===== config.mk =====
export PLATFORM = sky130hd
export DESIGN_NAME = hscx_ctrl
export DESIGN_NICKNAME = d
export VERILOG_FILES = /design/src/verilog/hscx_ctrl.v /design/src/verilog/hscx_filt.v
export VERILOG_INCLUDE_DIRS = /design/src /design/src/common
export SDC_FILE = /design/constraint.sdc
export NUM_CORES = 1
export LEC_CHECK = 0
export BUFFER_PORTS_ARGS = -buffer_cell sky130_fd_sc_hd__buf_2
export CAP_MARGIN = 30
export CELL_PAD_IN_SITES_DETAIL_PLACEMENT = 1
export CELL_PAD_IN_SITES_GLOBAL_PLACEMENT = 1
export CORE_MARGIN = 4
export CORE_UTILIZATION = 36
export DETAILED_ROUTE_END_ITERATION = 7
export GPL_TIMING_DRIVEN = 1
export PLACE_DENSITY_LB_ADDON = 0.12
export SETUP_SLACK_MARGIN = 0.05
export SLEW_MARGIN = 20
export SYNTH_ARGS = -nofsm -noshare
export SYNTH_HDL_FRONTEND = slang
export SYNTH_HIERARCHICAL = 1
export SYNTH_SLANG_ARGS = --single-unit

===== constraint.sdc =====
create_clock -name pclk -period 2.05 [get_ports pclk]
set_input_delay 0.3075 -clock pclk [delete_from_list [all_inputs] [get_ports pclk]]
set_output_delay 0.3075 -clock pclk [all_outputs]
set_load 0.1 [all_outputs]

===== src/common/hscx_regs.vh =====
`ifndef HSCX_REGS_VH
`define HSCX_REGS_VH

// ==========================================
// Register map (APB, one word each)
`define HSCX_CTRL_OFS      12'h000
`define HSCX_STAT_OFS      12'h004
`define HSCX_CTRL_RST      32'h0000_0000
`define HSCX_CTRL_START    0
`define HSCX_CTRL_SLEEP    1
`define HSCX_STAT_STATE_LO 0
`define HSCX_STAT_STATE_HI 2
`define HSCX_STAT_HS       4
`define HSCX_STAT_FS       5
`define HSCX_STAT_CNT_LO   8
`define HSCX_STAT_CNT_HI   10

// ==========================================
// Transceiver codes
`define HSCX_LS_SE0        2'h0
`define HSCX_LS_J          2'h1
`define HSCX_LS_K          2'h2
`define HSCX_XCVR_HS       2'h0
`define HSCX_XCVR_FS       2'h1
`define HSCX_TERM_HS       1'b0
`define HSCX_TERM_FS       1'b1
`define HSCX_OPM_NORMAL    2'h0
`define HSCX_OPM_NOSTUFF   2'h2
`define HSCX_CHIRP_DATA    8'h00

// ==========================================
// Timing; the CYC values are counted in transceiver clock cycles
`define HSCX_CLKOUT_MHZ    60
`define HSCX_FILT_NS       2500
`define HSCX_FILT_CYC      165
`define HSCX_CHIRP_K_CYC   66000
`define HSCX_HOST_WAIT_US  2000
`define HSCX_HOST_WAIT_CYC (`HSCX_HOST_WAIT_US * `HSCX_CLKOUT_MHZ)
`define HSCX_KJ_PAIRS      3'h6

`endif


===== src/verilog/hscx_ctrl.v =====
`timescale 1ns/1ns
`default_nettype none
`include "hscx_regs.vh"

module hscx_ctrl #(
	parameter [19:0] CHIRP_K_CYC   = `HSCX_CHIRP_K_CYC,
	parameter [19:0] HOST_WAIT_CYC = `HSCX_HOST_WAIT_CYC,
	parameter [7:0]  FILT_CYC      = `HSCX_FILT_CYC
) (
	input  wire        pclk,
	input  wire        presetn,
	input  wire [11:0] paddr,
	input  wire        psel,
	input  wire        penable,
	input  wire        pwrite,
	input  wire [31:0] pwdata,
	output reg  [31:0] prdata,
	output wire        pready,
	output wire        pslverr,
	input  wire        clkout,
	input  wire [1:0]  linestate,
	output reg  [1:0]  xcvrselect,
	output reg         termselect,
	output reg  [1:0]  opmode,
	output reg         txvalid,
	output reg  [7:0]  data_out,
	output wire        suspendn
);

	// ==========================================
	// States
	localparam [2:0] ST_IDLE   = 3'd0;
	localparam [2:0] ST_SUSP   = 3'd1;
	localparam [2:0] ST_WCLK   = 3'd2;
	localparam [2:0] ST_CHIRP  = 3'd3;
	localparam [2:0] ST_LISTEN = 3'd4;
	localparam [2:0] ST_HS     = 3'd5;
	localparam [2:0] ST_FS     = 3'd6;

	localparam [2:0] KJ_PAIRS = `HSCX_KJ_PAIRS;

	// Only the SLEEP bit of the reset word loads a register; start_req resets to 0.
	localparam [31:0] CTRL_RST = `HSCX_CTRL_RST;

	reg  [2:0]  state;
	reg  [19:0] cyc;
	reg  [2:0]  chirp_cnt;
	reg         expect_k;
	reg         hs_mode;
	reg         fs_fallback;
	reg         susp_n;
	reg         start_req;
	reg         sleep_req;

	reg  [1:0]  ls_m;
	reg  [1:0]  ls_s;
	reg  [1:0]  ls_prev;
	reg         ck_m;
	reg         ck_s;
	reg         ck_d;

	wire        tick;
	wire        wake;
	wire        dv;
	wire [1:0]  dv_state;
	wire        filt_en;

	// ==========================================
	// Input synchronisers
	// The transceiver clock is sampled like any pin; its rising edges
	// become one-cycle ticks that pace every protocol timer.
	always @(posedge pclk or negedge presetn)
	begin
		if (!presetn)
		begin
			ls_m    <= `HSCX_LS_SE0;
			ls_s    <= `HSCX_LS_SE0;
			ls_prev <= `HSCX_LS_SE0;
			ck_m    <= 1'b0;
			ck_s    <= 1'b0;
			ck_d    <= 1'b0;
		end
		else
		begin
			ls_m    <= linestate;
			ls_s    <= ls_m;
			ls_prev <= ls_s;
			ck_m    <= clkout;
			ck_s    <= ck_m;
			ck_d    <= ck_s;
		end
	end

	assign tick = ck_s & ~ck_d;

	// ==========================================
	// Suspend release
	// J to SE0 wakes
	assign wake = (state == ST_SUSP) &&
	              (ls_prev == `HSCX_LS_J) &&
	              (ls_s == `HSCX_LS_SE0);

	// The release is combinational so the transceiver oscillator starts
	// as early as possible; its start-up eats most of the chirp budget.
	assign suspendn = susp_n | wake;

	// ==========================================
	// APB slave
	wire        wr_en;
	wire        rd_setup;
	wire        hit_ctrl;
	wire        hit_stat;
	wire [31:0] ctrl_val;
	wire [31:0] stat_val;

	assign hit_ctrl = (paddr == `HSCX_CTRL_OFS);
	assign hit_stat = (paddr == `HSCX_STAT_OFS);
	assign wr_en    = psel & penable & pwrite & hit_ctrl;
	assign rd_setup = psel & ~penable & ~pwrite;
	assign pready   = 1'b1;
	assign pslverr  = psel & penable & ~hit_ctrl & ~(hit_stat & ~pwrite);

	assign ctrl_val = {30'h0000_0000, sleep_req, 1'b0};

	assign stat_val = {21'h00_0000, chirp_cnt, 2'h0, fs_fallback,
	                   hs_mode, 1'b0, state};

	always @(posedge pclk or negedge presetn)
	begin
		if (!presetn)
		begin
			start_req <= 1'b0;
			sleep_req <= CTRL_RST[`HSCX_CTRL_SLEEP];
			prdata    <= 32'h0000_0000;
		end
		else
		begin
			start_req <= wr_en & pwdata[`HSCX_CTRL_START];
			if (wr_en)
				sleep_req <= pwdata[`HSCX_CTRL_SLEEP];
			if (rd_setup)
			begin
				if (hit_ctrl)
					prdata <= ctrl_val;
				else if (hit_stat)
					prdata <= stat_val;
				else
					prdata <= 32'h0000_0000;
			end
		end
	end

	// ==========================================
	// Host chirp filter
	assign filt_en = (state == ST_LISTEN);

	hscx_filt #(
		.FILT_CYC (FILT_CYC)
	) u_filt (
		.pclk    (pclk),
		.presetn (presetn),
		.en      (filt_en),
		.tick    (tick),
		.ls      (ls_s),
		.valid   (dv),
		.state   (dv_state)
	);

	// ==========================================
	// Handshake sequencer
	// Software starts the handshake at entry, or a J to SE0 wake from suspend does; it must do so early enough
	// that the fixed chirp length still ends inside the reset window.
	always @(posedge pclk or negedge presetn)
	begin
		if (!presetn)
		begin
			state       <= ST_IDLE;
			cyc         <= 20'h0_0000;
			chirp_cnt   <= 3'h0;
			expect_k    <= 1'b1;
			hs_mode     <= 1'b0;
			fs_fallback <= 1'b0;
			susp_n      <= 1'b1;
			xcvrselect  <= `HSCX_XCVR_FS;
			termselect  <= `HSCX_TERM_FS;
			opmode      <= `HSCX_OPM_NORMAL;
			txvalid     <= 1'b0;
			data_out    <= `HSCX_CHIRP_DATA;
		end
		else
		begin
			case (state)
			ST_IDLE, ST_HS, ST_FS:
			begin
				if (start_req)
				begin
					state       <= ST_CHIRP;
					cyc         <= 20'h0_0000;
					hs_mode     <= 1'b0;
					fs_fallback <= 1'b0;
					xcvrselect  <= `HSCX_XCVR_HS;
					termselect  <= `HSCX_TERM_FS;
					opmode      <= `HSCX_OPM_NOSTUFF;
					txvalid     <= 1'b1;
					data_out    <= `HSCX_CHIRP_DATA;
				end
				else if (sleep_req)
				begin
					state       <= ST_SUSP;
					hs_mode     <= 1'b0;
					fs_fallback <= 1'b0;
					xcvrselect  <= `HSCX_XCVR_FS;
					termselect  <= `HSCX_TERM_FS;
					opmode      <= `HSCX_OPM_NORMAL;
					txvalid     <= 1'b0;
					susp_n      <= 1'b0;
				end
			end
			ST_SUSP:
			begin
				if (wake)
				begin
					state  <= ST_WCLK;
					susp_n <= 1'b1;
				end
				else if (!sleep_req)
				begin
					state  <= ST_IDLE;
					susp_n <= 1'b1;
				end
			end
			ST_WCLK:
			begin
				if (tick)
				begin
					state      <= ST_CHIRP;
					cyc        <= 20'h0_0000;
					xcvrselect <= `HSCX_XCVR_HS;
					termselect <= `HSCX_TERM_FS;
					opmode     <= `HSCX_OPM_NOSTUFF;
					txvalid    <= 1'b1;
					data_out   <= `HSCX_CHIRP_DATA;
				end
			end
			ST_CHIRP:
			begin
				if (tick)
				begin
					if (cyc == CHIRP_K_CYC - 20'h0_0001)
					begin
						state     <= ST_LISTEN;
						cyc       <= 20'h0_0000;
						txvalid   <= 1'b0;
						opmode    <= `HSCX_OPM_NORMAL;
						chirp_cnt <= 3'h0;
						expect_k  <= 1'b1;
					end
					else
						cyc <= cyc + 20'h0_0001;
				end
			end
			ST_LISTEN:
			begin
				if (chirp_cnt == KJ_PAIRS)
				begin
					state      <= ST_HS;
					termselect <= `HSCX_TERM_HS;
					hs_mode    <= 1'b1;
				end
				else if (tick && cyc == HOST_WAIT_CYC - 20'h0_0001)
				begin
					state       <= ST_FS;
					xcvrselect  <= `HSCX_XCVR_FS;
					fs_fallback <= 1'b1;
				end
				else
				begin
					if (tick)
						cyc <= cyc + 20'h0_0001;
					if (dv)
					begin
						if (dv_state == (expect_k ? `HSCX_LS_K : `HSCX_LS_J))
						begin
							chirp_cnt <= chirp_cnt + 3'h1;
							expect_k  <= ~expect_k;
						end
						else
						begin
							chirp_cnt <= 3'h0;
							expect_k  <= 1'b1;
						end
					end
				end
			end
			default:
			begin
				state <= ST_IDLE;
			end
			endcase
		end
	end

endmodule // hscx_ctrl
`default_nettype wire


===== src/verilog/hscx_filt.v =====
`timescale 1ns/1ns
`default_nettype none
`include "hscx_regs.vh"

module hscx_filt #(
	parameter [7:0] FILT_CYC = `HSCX_FILT_CYC
) (
	input  wire       pclk,
	input  wire       presetn,
	input  wire       en,
	input  wire       tick,
	input  wire [1:0] ls,
	output reg        valid,
	output reg  [1:0] state
);

	reg [1:0] last;
	reg [7:0] cnt;
	reg       done;

	// ==========================================
	// Line state debounce
	always @(posedge pclk or negedge presetn)
	begin
		if (!presetn)
		begin
			last  <= `HSCX_LS_SE0;
			cnt   <= 8'h00;
			done  <= 1'b0;
			valid <= 1'b0;
			state <= `HSCX_LS_SE0;
		end
		else
		begin
			valid <= 1'b0;
			if (!en)
			begin
				last <= ls;
				cnt  <= 8'h00;
				done <= 1'b0;
			end
			else if (ls != last)
			begin
				last <= ls;
				cnt  <= 8'h00;
				done <= 1'b0;
			end
			else if (tick && !done)
			begin
				if (cnt == FILT_CYC - 8'h01)
				begin
					valid <= 1'b1;
					state <= last;
					done  <= 1'b1;
				end
				else
					cnt <= cnt + 8'h01;
			end
		end
	end

endmodule // hscx_filt
`default_nettype wire


==> Word level (Yosys, flattened, before mapping) <==
Index checks and enable logic that the tools add are counted.
{ "op_classes": {"n_addsub": 3, "eq_ne": 33, "muxes": 84, "n_bitwise": 18, "n_reduce_logical": 29} }
{ "ops": {"columns": ["operator", "n"], "rows": [
  ["20-bit two-way mux", 7],
  ["20-bit case mux with 4 select lines", 1],
  ["8-bit two-way mux", 6],
  ["3-bit two-way mux", 15],
  ["20-bit by 17-bit == test with 1-bit output, second input constant", 2],
  ["1-bit two-way mux", 29],
  ["2-bit two-way mux", 13],
  ["2-bit != test, second input constant", 13],
  ["11-bit two-way mux", 2],
  ["20-bit by 1-bit adder with 20-bit output, second input constant", 1],
  ["3-bit != test, second input constant", 6],
  ["8-bit case mux with 2 select lines", 1],
  ["4-bit AND reduction", 4],
  ["3-bit case mux with 5 select lines", 1],
  ["12-bit by 3-bit == test with 1-bit output, second input constant", 1],
  ["3-bit == test, second input constant", 4],
  ["12-bit logical NOT", 1],
  ["2-bit case mux with 3 select lines", 2],
  ["6-bit AND reduction", 2],
  ["1-bit bitwise AND", 10],
  ["5-bit AND reduction", 2],
  ["8-bit by 1-bit adder with 8-bit output, second input constant", 1],
  ["8-bit == test, second input constant", 1],
  ["1-bit case mux with 2 select lines", 4],
  ["other kinds (21)", 38]
]} }
{ "word_totals": {"register_bits": 101, "input_bits": 52, "output_inout_bits": 49, "word_cells": 193} }

==> Depth between registers and ports, before layout <==
Gate-level depths: netlist of the first run.
{ "logic_depth": {"ltp_word": 7, "mapped_depth": 9, "ltp_nobuf": 8} }

==> Modules after synthesis <==
Netlist of the first run, hierarchy kept.
{ "modules_own_cells": {"columns": ["mod", "n_inst", "cells_per_inst", "area_per_inst_um2", "seq_area_each_um2"], "rows": [
  ["hscx_ctrl", 1, 319, 3120.5, 1306.3],
  ["hscx_filt", 1, 60, 678.2, 350.3]
]} }

==> Least setup slack after synthesis of the first run <==
Ideal clock, no wire load.
{ "synth_path": {"kind": "input -> output", "from": "input paddr[7]", "to": "output pslverr", "t_arrival_ns": 1.922, "t_required_ns": 1.742, "path_slack_ns": -0.179, "path_stages": 4, "path_buffers": 0, "cell_sequence": "nor4_1 > nand2_1 > nor4_1 > a21oi_1"} }
{ "synth_between": {"elab_chain_len": 4, "word_cells_on_any_way": 7, "classes_between": "1 x eq/ne; 5 x bitwise; 1 x reduce/logical"} }
{ "synth_lines": {"columns": ["element", "line", "source"], "rows": [
  ["start: declaration", "hscx_ctrl.v:12", "input wire [11:0] paddr,"],
  ["12-bit by 3-bit == test with 1-bit output (no line) / 12-bit logical NOT (equally long branches)", null, null],
  ["1-bit bitwise AND / 1-bit NOT (equally long branches)", "hscx_ctrl.v:121", "assign pslverr = psel & penable & ~hit_ctrl & ~(hit_stat & ~pwrite);"],
  ["1-bit NOT / 1-bit bitwise AND (equally long branches)", "hscx_ctrl.v:121", null],
  ["1-bit bitwise AND (*)", "hscx_ctrl.v:121", null],
  ["end: declaration", "hscx_ctrl.v:19", "output wire pslverr,"]
]} }
Mark *: on every way between the ends. The rest lies on a longest branch, timed or not.

==> Worst setup path after layout of the first run <==
{ "layout_path": {"from": "register cyc[13]", "to": "register cyc[15]"} }
{ "layout_between": {"elab_chain_len": 5, "word_cells_on_any_way": 12, "classes_between": "1 x add/sub; 3 x eq/ne; 6 x mux; 2 x reduce/logical"} }
{ "layout_lines": {"columns": ["element", "line", "source"], "rows": [
  ["start: declaration", "hscx_ctrl.v:46", "reg [19:0] cyc;"],
  ["start signal: assignment", "hscx_ctrl.v:259", "cyc <= cyc + 20'h0_0001;"],
  ["start signal: assignment", "hscx_ctrl.v:279", "cyc <= cyc + 20'h0_0001;"],
  ["20-bit by 1-bit adder with 20-bit output", "hscx_ctrl.v:259, hscx_ctrl.v:279", null],
  ["20-bit two-way mux", "hscx_ctrl.v:278", "if (tick)"],
  ["20-bit two-way mux", "hscx_ctrl.v:270", "else if (tick && cyc == HOST_WAIT_CYC - 20'h0_0001)"],
  ["20-bit two-way mux", "hscx_ctrl.v:264", "if (chirp_cnt == KJ_PAIRS)"],
  ["20-bit case mux with 4 select lines", "hscx_ctrl.v:192", "case (state)"]
]} }
Several ways; a longest one is shown, not always the timed one. The select of a mux whose other input is x is not followed.
A chain may end at the register's enable or synchronous reset.

==> summary.txt, run 1 <==
Detail Route Antenna Nets: 0
PwrDens: 1038 mW/mm2
Leading cell type by number of instances after synthesis: dfrtp_1
Fin Setup TNS: -0.02697 ns
Core Util, Final: 47.35%
First-pass GRT wire length: 17.11 mm
Routed via count: 3198
GR Util All Layers: 16.95%
Peak VDD IR: 810.1 uV
Setup Skew: 0.01319 ns
Worst-case clock buffer depth: 2
Max Cap Viol: 0
Routability cong.: 0.7871
Tmin final: 2.065 ns
Startpoint Class: flop
Post-synth EDFFs: 0
Critical path origin: cyc[13]
P_leak: 2.279 nW
Register-to-Register Path Depth: 7
FMAX: 484.4 MHz
RR Startpoint: cyc[13]
Clock slew at reported path FFs: 0.08 ns
CTS tree: done
Synth cell types: 80
Crit share post-route: 100.7%
Inserted Clock Buffers: 9
Sink Count: 66
Antenna Diode Count: 0
Area delta synth->final: 28.69%
Post-synth top cells: 62 x dfrtp_1, 38 x buf_4, 22 x nor2_1
Fraction of registers with async set/reset: 100.0%
Status: finished with violations
Synth Flop Type: dfrtp_1
H-Tree Depth: 3
Number of remaining DRC errors: 0
Die Span Y: 110.7 um
Largest net degree at the start of global routing: 67
Pins Over Slew Limit: 0
DR WL/cell: 16.66 um
Number of global-route vias before repair: 3452
Nets@finish: 537
Ports: 101
Reg2Reg Setup Slack: -0.01 ns
Avg Inst Size Synth: 10.02 um2
Drt first pass iters: 4
Critical Path RT: 2.26 ns
HP Class: in2reg
Final Power: 5.072 mW
Crit-path max FO: 4
WS Path Type: reg2reg
Hold path depth: 1
Yosys synthesis warning count: 6
PnR worst setup slack: -0.01460 ns
Global route total overflow: 0
Combinational power share: 47.1%
Total wire length: 10.33 mm
Die Width: 110.7 um
Yosys top cell area share: 40.84%
Initial antenna violation count: 0
Layout cells sized above 1: 35.95%
Largest area contributor in the netlist: dfrtp_1
Critical Path End Type: flop
RSZ-0062 raised after global routing: yes
Sequential Power Share: 29.0%
Final hold vios: 0
Data arrival, critical path: 2.28 ns
Synth Instances: 379
Initial DRC count: 96
Clock group share of total power: 24.0%
Int Power: 3.022 mW
Initial Util: 36.80%
Critical Path Sink: cyc[15]
Synth top area cells: dfrtp_1 41%, buf_4 7.5%, dfstp_2 2.8%
Rows: 37
Clock latency on the worst-skew pair: 0.34 ns
Port bufs: 35
Core area: 0.01032 mm2
Sw power: 2.050 mW
FF-to-FF End: cyc[15]
Failing checks: setup timing
Sw Share: 40.41%
Die ar.: 0.01226 mm2
Area of the mapped netlist: 0.003799 mm2
Final setup violating endpoints: 2
Sequential share of the synthesized area: 43.61%
Clk root buf: clkbuf_8
Final HPWL DP: 7.125 mm
Post-synthesis register bit count: 66
Mean number of vias per cell: 5.158
[worst min-delay path by stage]
stage                   end  slack, ns         start
2_1_floorplan  chirp_cnt[0]       0.01       presetn
3_3_place_gp           ck_s       0.33          ck_m
3_5_place_dp           ck_s       0.34          ck_m
4_1_cts             ls_m[0]       0.05  linestate[0]
5_1_grt             ls_m[0]       0.05  linestate[0]
6_report            ls_m[0]       0.07  linestate[0]
[state kept, by name, indices dropped and copies added (netlist names), 2 cells and up]
| register | flops |
|---|---|
| u_filt/state | 2 |
| ls_prev | 2 |
| state | 3 |
| prdata | 8 |
| cyc | 20 |
| u_filt/cnt | 8 |
| chirp_cnt | 3 |
| u_filt/last | 2 |
| ls_m | 2 |
| ls_s | 2 |
[power groups by stage]
stage	logic, mW	registers, mW	clock network, mW
2_1_floorplan	1.31	1.63	0
3_3_place_gp	1.96	1.49	0
3_5_place_dp	2.01	1.49	0
4_1_cts	2.20	1.47	1.26
5_1_grt	2.56	1.49	1.31
6_report	2.39	1.47	1.21
[cell type report]
| class | count | area (um2) |
|---|---|---|
| Inverter | 13 | 48.80 |
| Timing Repair Buffer | 106 | 793.3 |
| Sequential cell | 66 | 1657 |
| Clock inverter | 3 | 65.06 |
| Tap cell | 136 | 170.2 |
| Multi-Input combinational cell | 283 | 2006 |
| Clock buffer | 13 | 148.9 |
| Fill cell | 1172 | 5435 |
[layout by cell type (no fill, tap or decap), types with 10 or more instances in the layout]
master	n
buf_4	59
o21ai_0	14
clkbuf_8	10
inv_1	11
nand4_1	10
nand3_1	10
buf_2	34
a221o_1	10
a22o_1	10
conb_1	35
nand2_1	19
dfrtp_1	62
nor2_1	21
[critical path, stage by stage (launching register included)]
cell	delay [ns]
dfrtp_1	0.39
nor4_2	0.33
nand3_2	0.22
o31ai_4	0.29
and2_4	0.21
buf_6	0.11
o21ai_2	0.06
a221o_1	0.32
[cells by family (layout without fill, tap and decap cells)]
kind of cell,after synthesis,count (layout),synth area share [%]
AO/OA/AOI/OAI,94,95,17.98
flip-flops,66,66,43.61
XOR/XNOR,9,9,2.075
multiplexers,10,10,2.767
other,2,35,0.1977
AND/OR/NAND/NOR,128,128,20.26
buffers and inverters,64,135,10.94
adder cells (fa/ha/maj),6,6,2.174
[repair_timing]
action / CTS / global route
hold endpoints to repair: 16 / 0
pin swaps: 16 / 5
hold buffers: 1 / 0
resized for setup: 23 / 17
endpoints found under the setup margin: 23 / 25
gates cloned: 1 / 0
buffers inserted: 6 / 6
[through the flow]
step	std cells	cell area, um2	hold WS (ns)	worst slack, ns
floorplan	412	3929	0.01191	0.08253
global placement	591	4390	0.3317	-0.1280
detailed placement	591	4390	0.3362	-0.1578
CTS	615	4765	0.05293	0.03112
global route	620	4888	0.05411	-0.1063
finish	620	4888	0.07162	-0.01460
[routing by layer]
metal | global-route usage [%] | vias up | share of wire, %
met3 | 3.657 | 10 | 3.4
li1 | - | 1512 | -
met4 | 5.090 | 0 | 1.2
met2 | 28.52 | 59 | 50
met5 | 0 | - | 0
met1 | 21.88 | 1617 | 45
Note: power is estimated with default switching activity, not from simulation.
==> run 2, diff against run 1 <==
--- a/config.mk
+++ b/config.mk
@@ -19,5 +19,4 @@
 export SLEW_MARGIN = 20
 export SYNTH_ARGS = -nofsm -noshare
 export SYNTH_HDL_FRONTEND = slang
-export SYNTH_HIERARCHICAL = 1
 export SYNTH_SLANG_ARGS = --single-unit
==> summary.txt, run 2 <==
Status: finished, final reports clean
FF-to-FF End: cyc[13]
Mean number of vias per cell: 5.090
Min-Delay Startpoint: linestate[1]
Fraction of registers with async set/reset: 100.0%
Synth Instances: 408
WP buf/inv: 2
Pins Over Slew Limit: 0
Synth cell types: 62
Synth Area in Adders: 2.175%
Area delta synth->final: 26.39%
Most frequent CP cell: buf_12
Worst-case clock buffer depth: 2
Inserted Clock Buffers: 9
Initial antenna violation count: 0
Antenna Diode Count: 0
Final HPWL DP: 7.325 mm
Data arrival, critical path: 2.24 ns
Synth top area cells: dfrtp_1 41%, buf_4 7.5%, o21ai_0 5.5%
Cell family with most CP delay: simple AND/OR/NAND/NOR gates
Post-synth EDFFs: 0
Biggest register: cyc
Core area: 0.01028 mm2
Post-synth top cells: 62 x dfrtp_1, 42 x o21ai_0, 40 x nor2_1
Setup WS pre-CTS: -0.09764 ns
Xor-xnor portion of the synthesized cell area: 2.076%
Peak VDD IR: 256.2 uV
RR Startpoint: state[0]
Detail Route Antenna Nets: 0
Mux cell area share after synthesis: 2.010%
Max reg flops: 20
Tmin final: 1.987 ns
Initial Util: 36.95%
Slew headroom: 55.21%
GR Util All Layers: 16.27%
Rows: 37
Drt first pass iters: 4
Reg2Reg Setup Slack: 0.06 ns
Port bufs: 35
Max Cap Viol: 0
Critical path origin: state[0]
Final setup violating endpoints: 0
Design area: 0.004800 mm2
Least-Margin Pin Slew: 0.6719 ns
Critical Path Sink: cyc[13]
Clk root buf: clkbuf_8
HP Class: in2reg
H-Tree Depth: 3
Avg Inst Size Synth: 9.307 um2
Number of remaining DRC errors: 0
FMAX: 503.2 MHz
Slowest stage delay, CP: 0.48 ns
WS Path Type: reg2reg
Die Span Y: 110.7 um
Total wire length: 9.998 mm
Die ar.: 0.01226 mm2
Nets@finish: 548
Setup Skew: 0.01383 ns
Number of global-route vias before repair: 3341
PnR worst setup slack: 0.06283 ns
Global route total overflow: 0
Synth Flop Type: dfrtp_1
Yosys top cell area share: 40.86%
DR WL/cell: 15.84 um
Final hold slack: 0.06679 ns
Area of the mapped netlist: 0.003797 mm2
Clock slew at reported path FFs: 0.09 ns
Crit-path max FO: 12
Ports: 101
Register-to-Register Path Depth: 7
Placed cell areas: 0.004369 mm2
Sequential share of the synthesized area: 43.62%
Fillers: 1242
Crit share post-route: 96.94%
Die Width: 110.7 um
Biggest regs: cyc: 20 flops, prdata: 8 flops, u_filt.cnt: 8 flops
First-pass GRT wire length: 16.52 mm
Critical Path End Type: flop
Leading cell type by number of instances after synthesis: dfrtp_1
Clock latency on the worst-skew pair: 0.35 ns
PwrDens: 598.6 mW/mm2
Sink Count: 66
Post-synthesis register bit count: 66
RSZ-0062 raised after global routing: yes
Main combinational cell family by area after synthesis: simple AND/OR/NAND/NOR gates
Initial DRC count: 66
CP cell instances: buf_12 > or3b_4 > nand4_1 > o21ai_2 > or2_4 > buf_12 > o41ai_2
Critical Path RT: 2.30 ns
Routability cong.: 0.8080
Largest area contributor in the netlist: dfrtp_1
Post-synthesis compound-gate area fraction: 17.36%
Critical Path Stages: 7
Commonest non-fill, non-tap cell in the layout: dfrtp_1
Largest net degree at the start of global routing: 26
P_leak: 2.137 nW
Yosys synthesis warning count: 0
Routed via count: 3212
Final hold vios: 0
Post-Synth Simple-Gate Area: 21.75%
Layout cells sized above 1: 31.92%
CP max stage cell: dfrtp_2
CTS tree: done
Highest-count cells in the layout ignoring fill and taps: 59 x dfrtp_1, 49 x buf_4, 41 x o21ai_0, 36 x nor2_1, 35 x conb_1
Startpoint Class: flop
==> run 2: cell types whose count changed after synthesis, sizes merged, moves of 6 or more <==
cell and change:
a221o -9, nand2 +6, nor2 +17, o21ai +17, o31ai +11
==> run 2: stage by stage <==
step	power [mW]	instances	setup TNS, ns	utilization [%]
after floorplan	1.733	441	0	-
after global placement	1.755	610	-0.1865	42.51
after detailed placement	1.758	610	-0.1470	42.51
after CTS	2.911	629	0	44.96
after global routing	2.978	631	-0.04553	46.70
final	2.873	631	0	46.70
==> run 2: cell families after synthesis <==
family / Yosys count
other: 2
XOR/XNOR: 9
AO/OA/AOI/OAI: 99
flip-flops: 66
buffers and inverters: 64
AND/OR/NAND/NOR: 155
adder cells (fa/ha/maj): 6
multiplexers: 7
==> run 2: power by group <==
group          internal (mW)  switching (mW)  leakage [nW]
clock                  0.572           0.565         0.104
sequential              1.32         0.00889         0.877
combinational         0.0446           0.365          1.16
==> run 2: worst min-delay path by stage <==
stage	endpoint	slack (ns)	cells past startpoint
floorplan	chirp_cnt[0]	0.01	0
global placement	ls_s[1]	0.34	0
detailed placement	ck_s	0.34	0
CTS	ls_m[1]	0.05	1
global route	ls_m[0]	0.06	1
finish	ls_m[1]	0.07	1
==> run 2: final cells by class <==
cell class / count / area (um2) / area share (%)
flip-flops and latches: 66 / 1660 / 34.59
clock buffers: 9 / 123.9 / 2.581
clock inverters: 7 / 78.83 / 1.642
multi-input cells: 311 / 2031 / 42.31
well taps: 136 / 170.2 / 3.545
repair buffers: 93 / 701.9 / 14.62
inverters: 9 / 33.78 / 0.7039
==> run 2: metal layers <==
metal	up-vias	part of all wire, %	GRT usage, %
li1	1564	-	-
met1	1575	44	20.64
met2	60	51	27.95
met3	13	3.5	3.275
met4	0	1.4	4.926
met5	-	0	0
==> run 2: timing repair <==
item                                   CTS  global route
buffers inserted                         2             2
hold buffers                             1             0
pin swaps                                2             2
setup endpoints to repair               18            36
endpoints found under the hold margin   19             0
gates resized for setup                  6            35
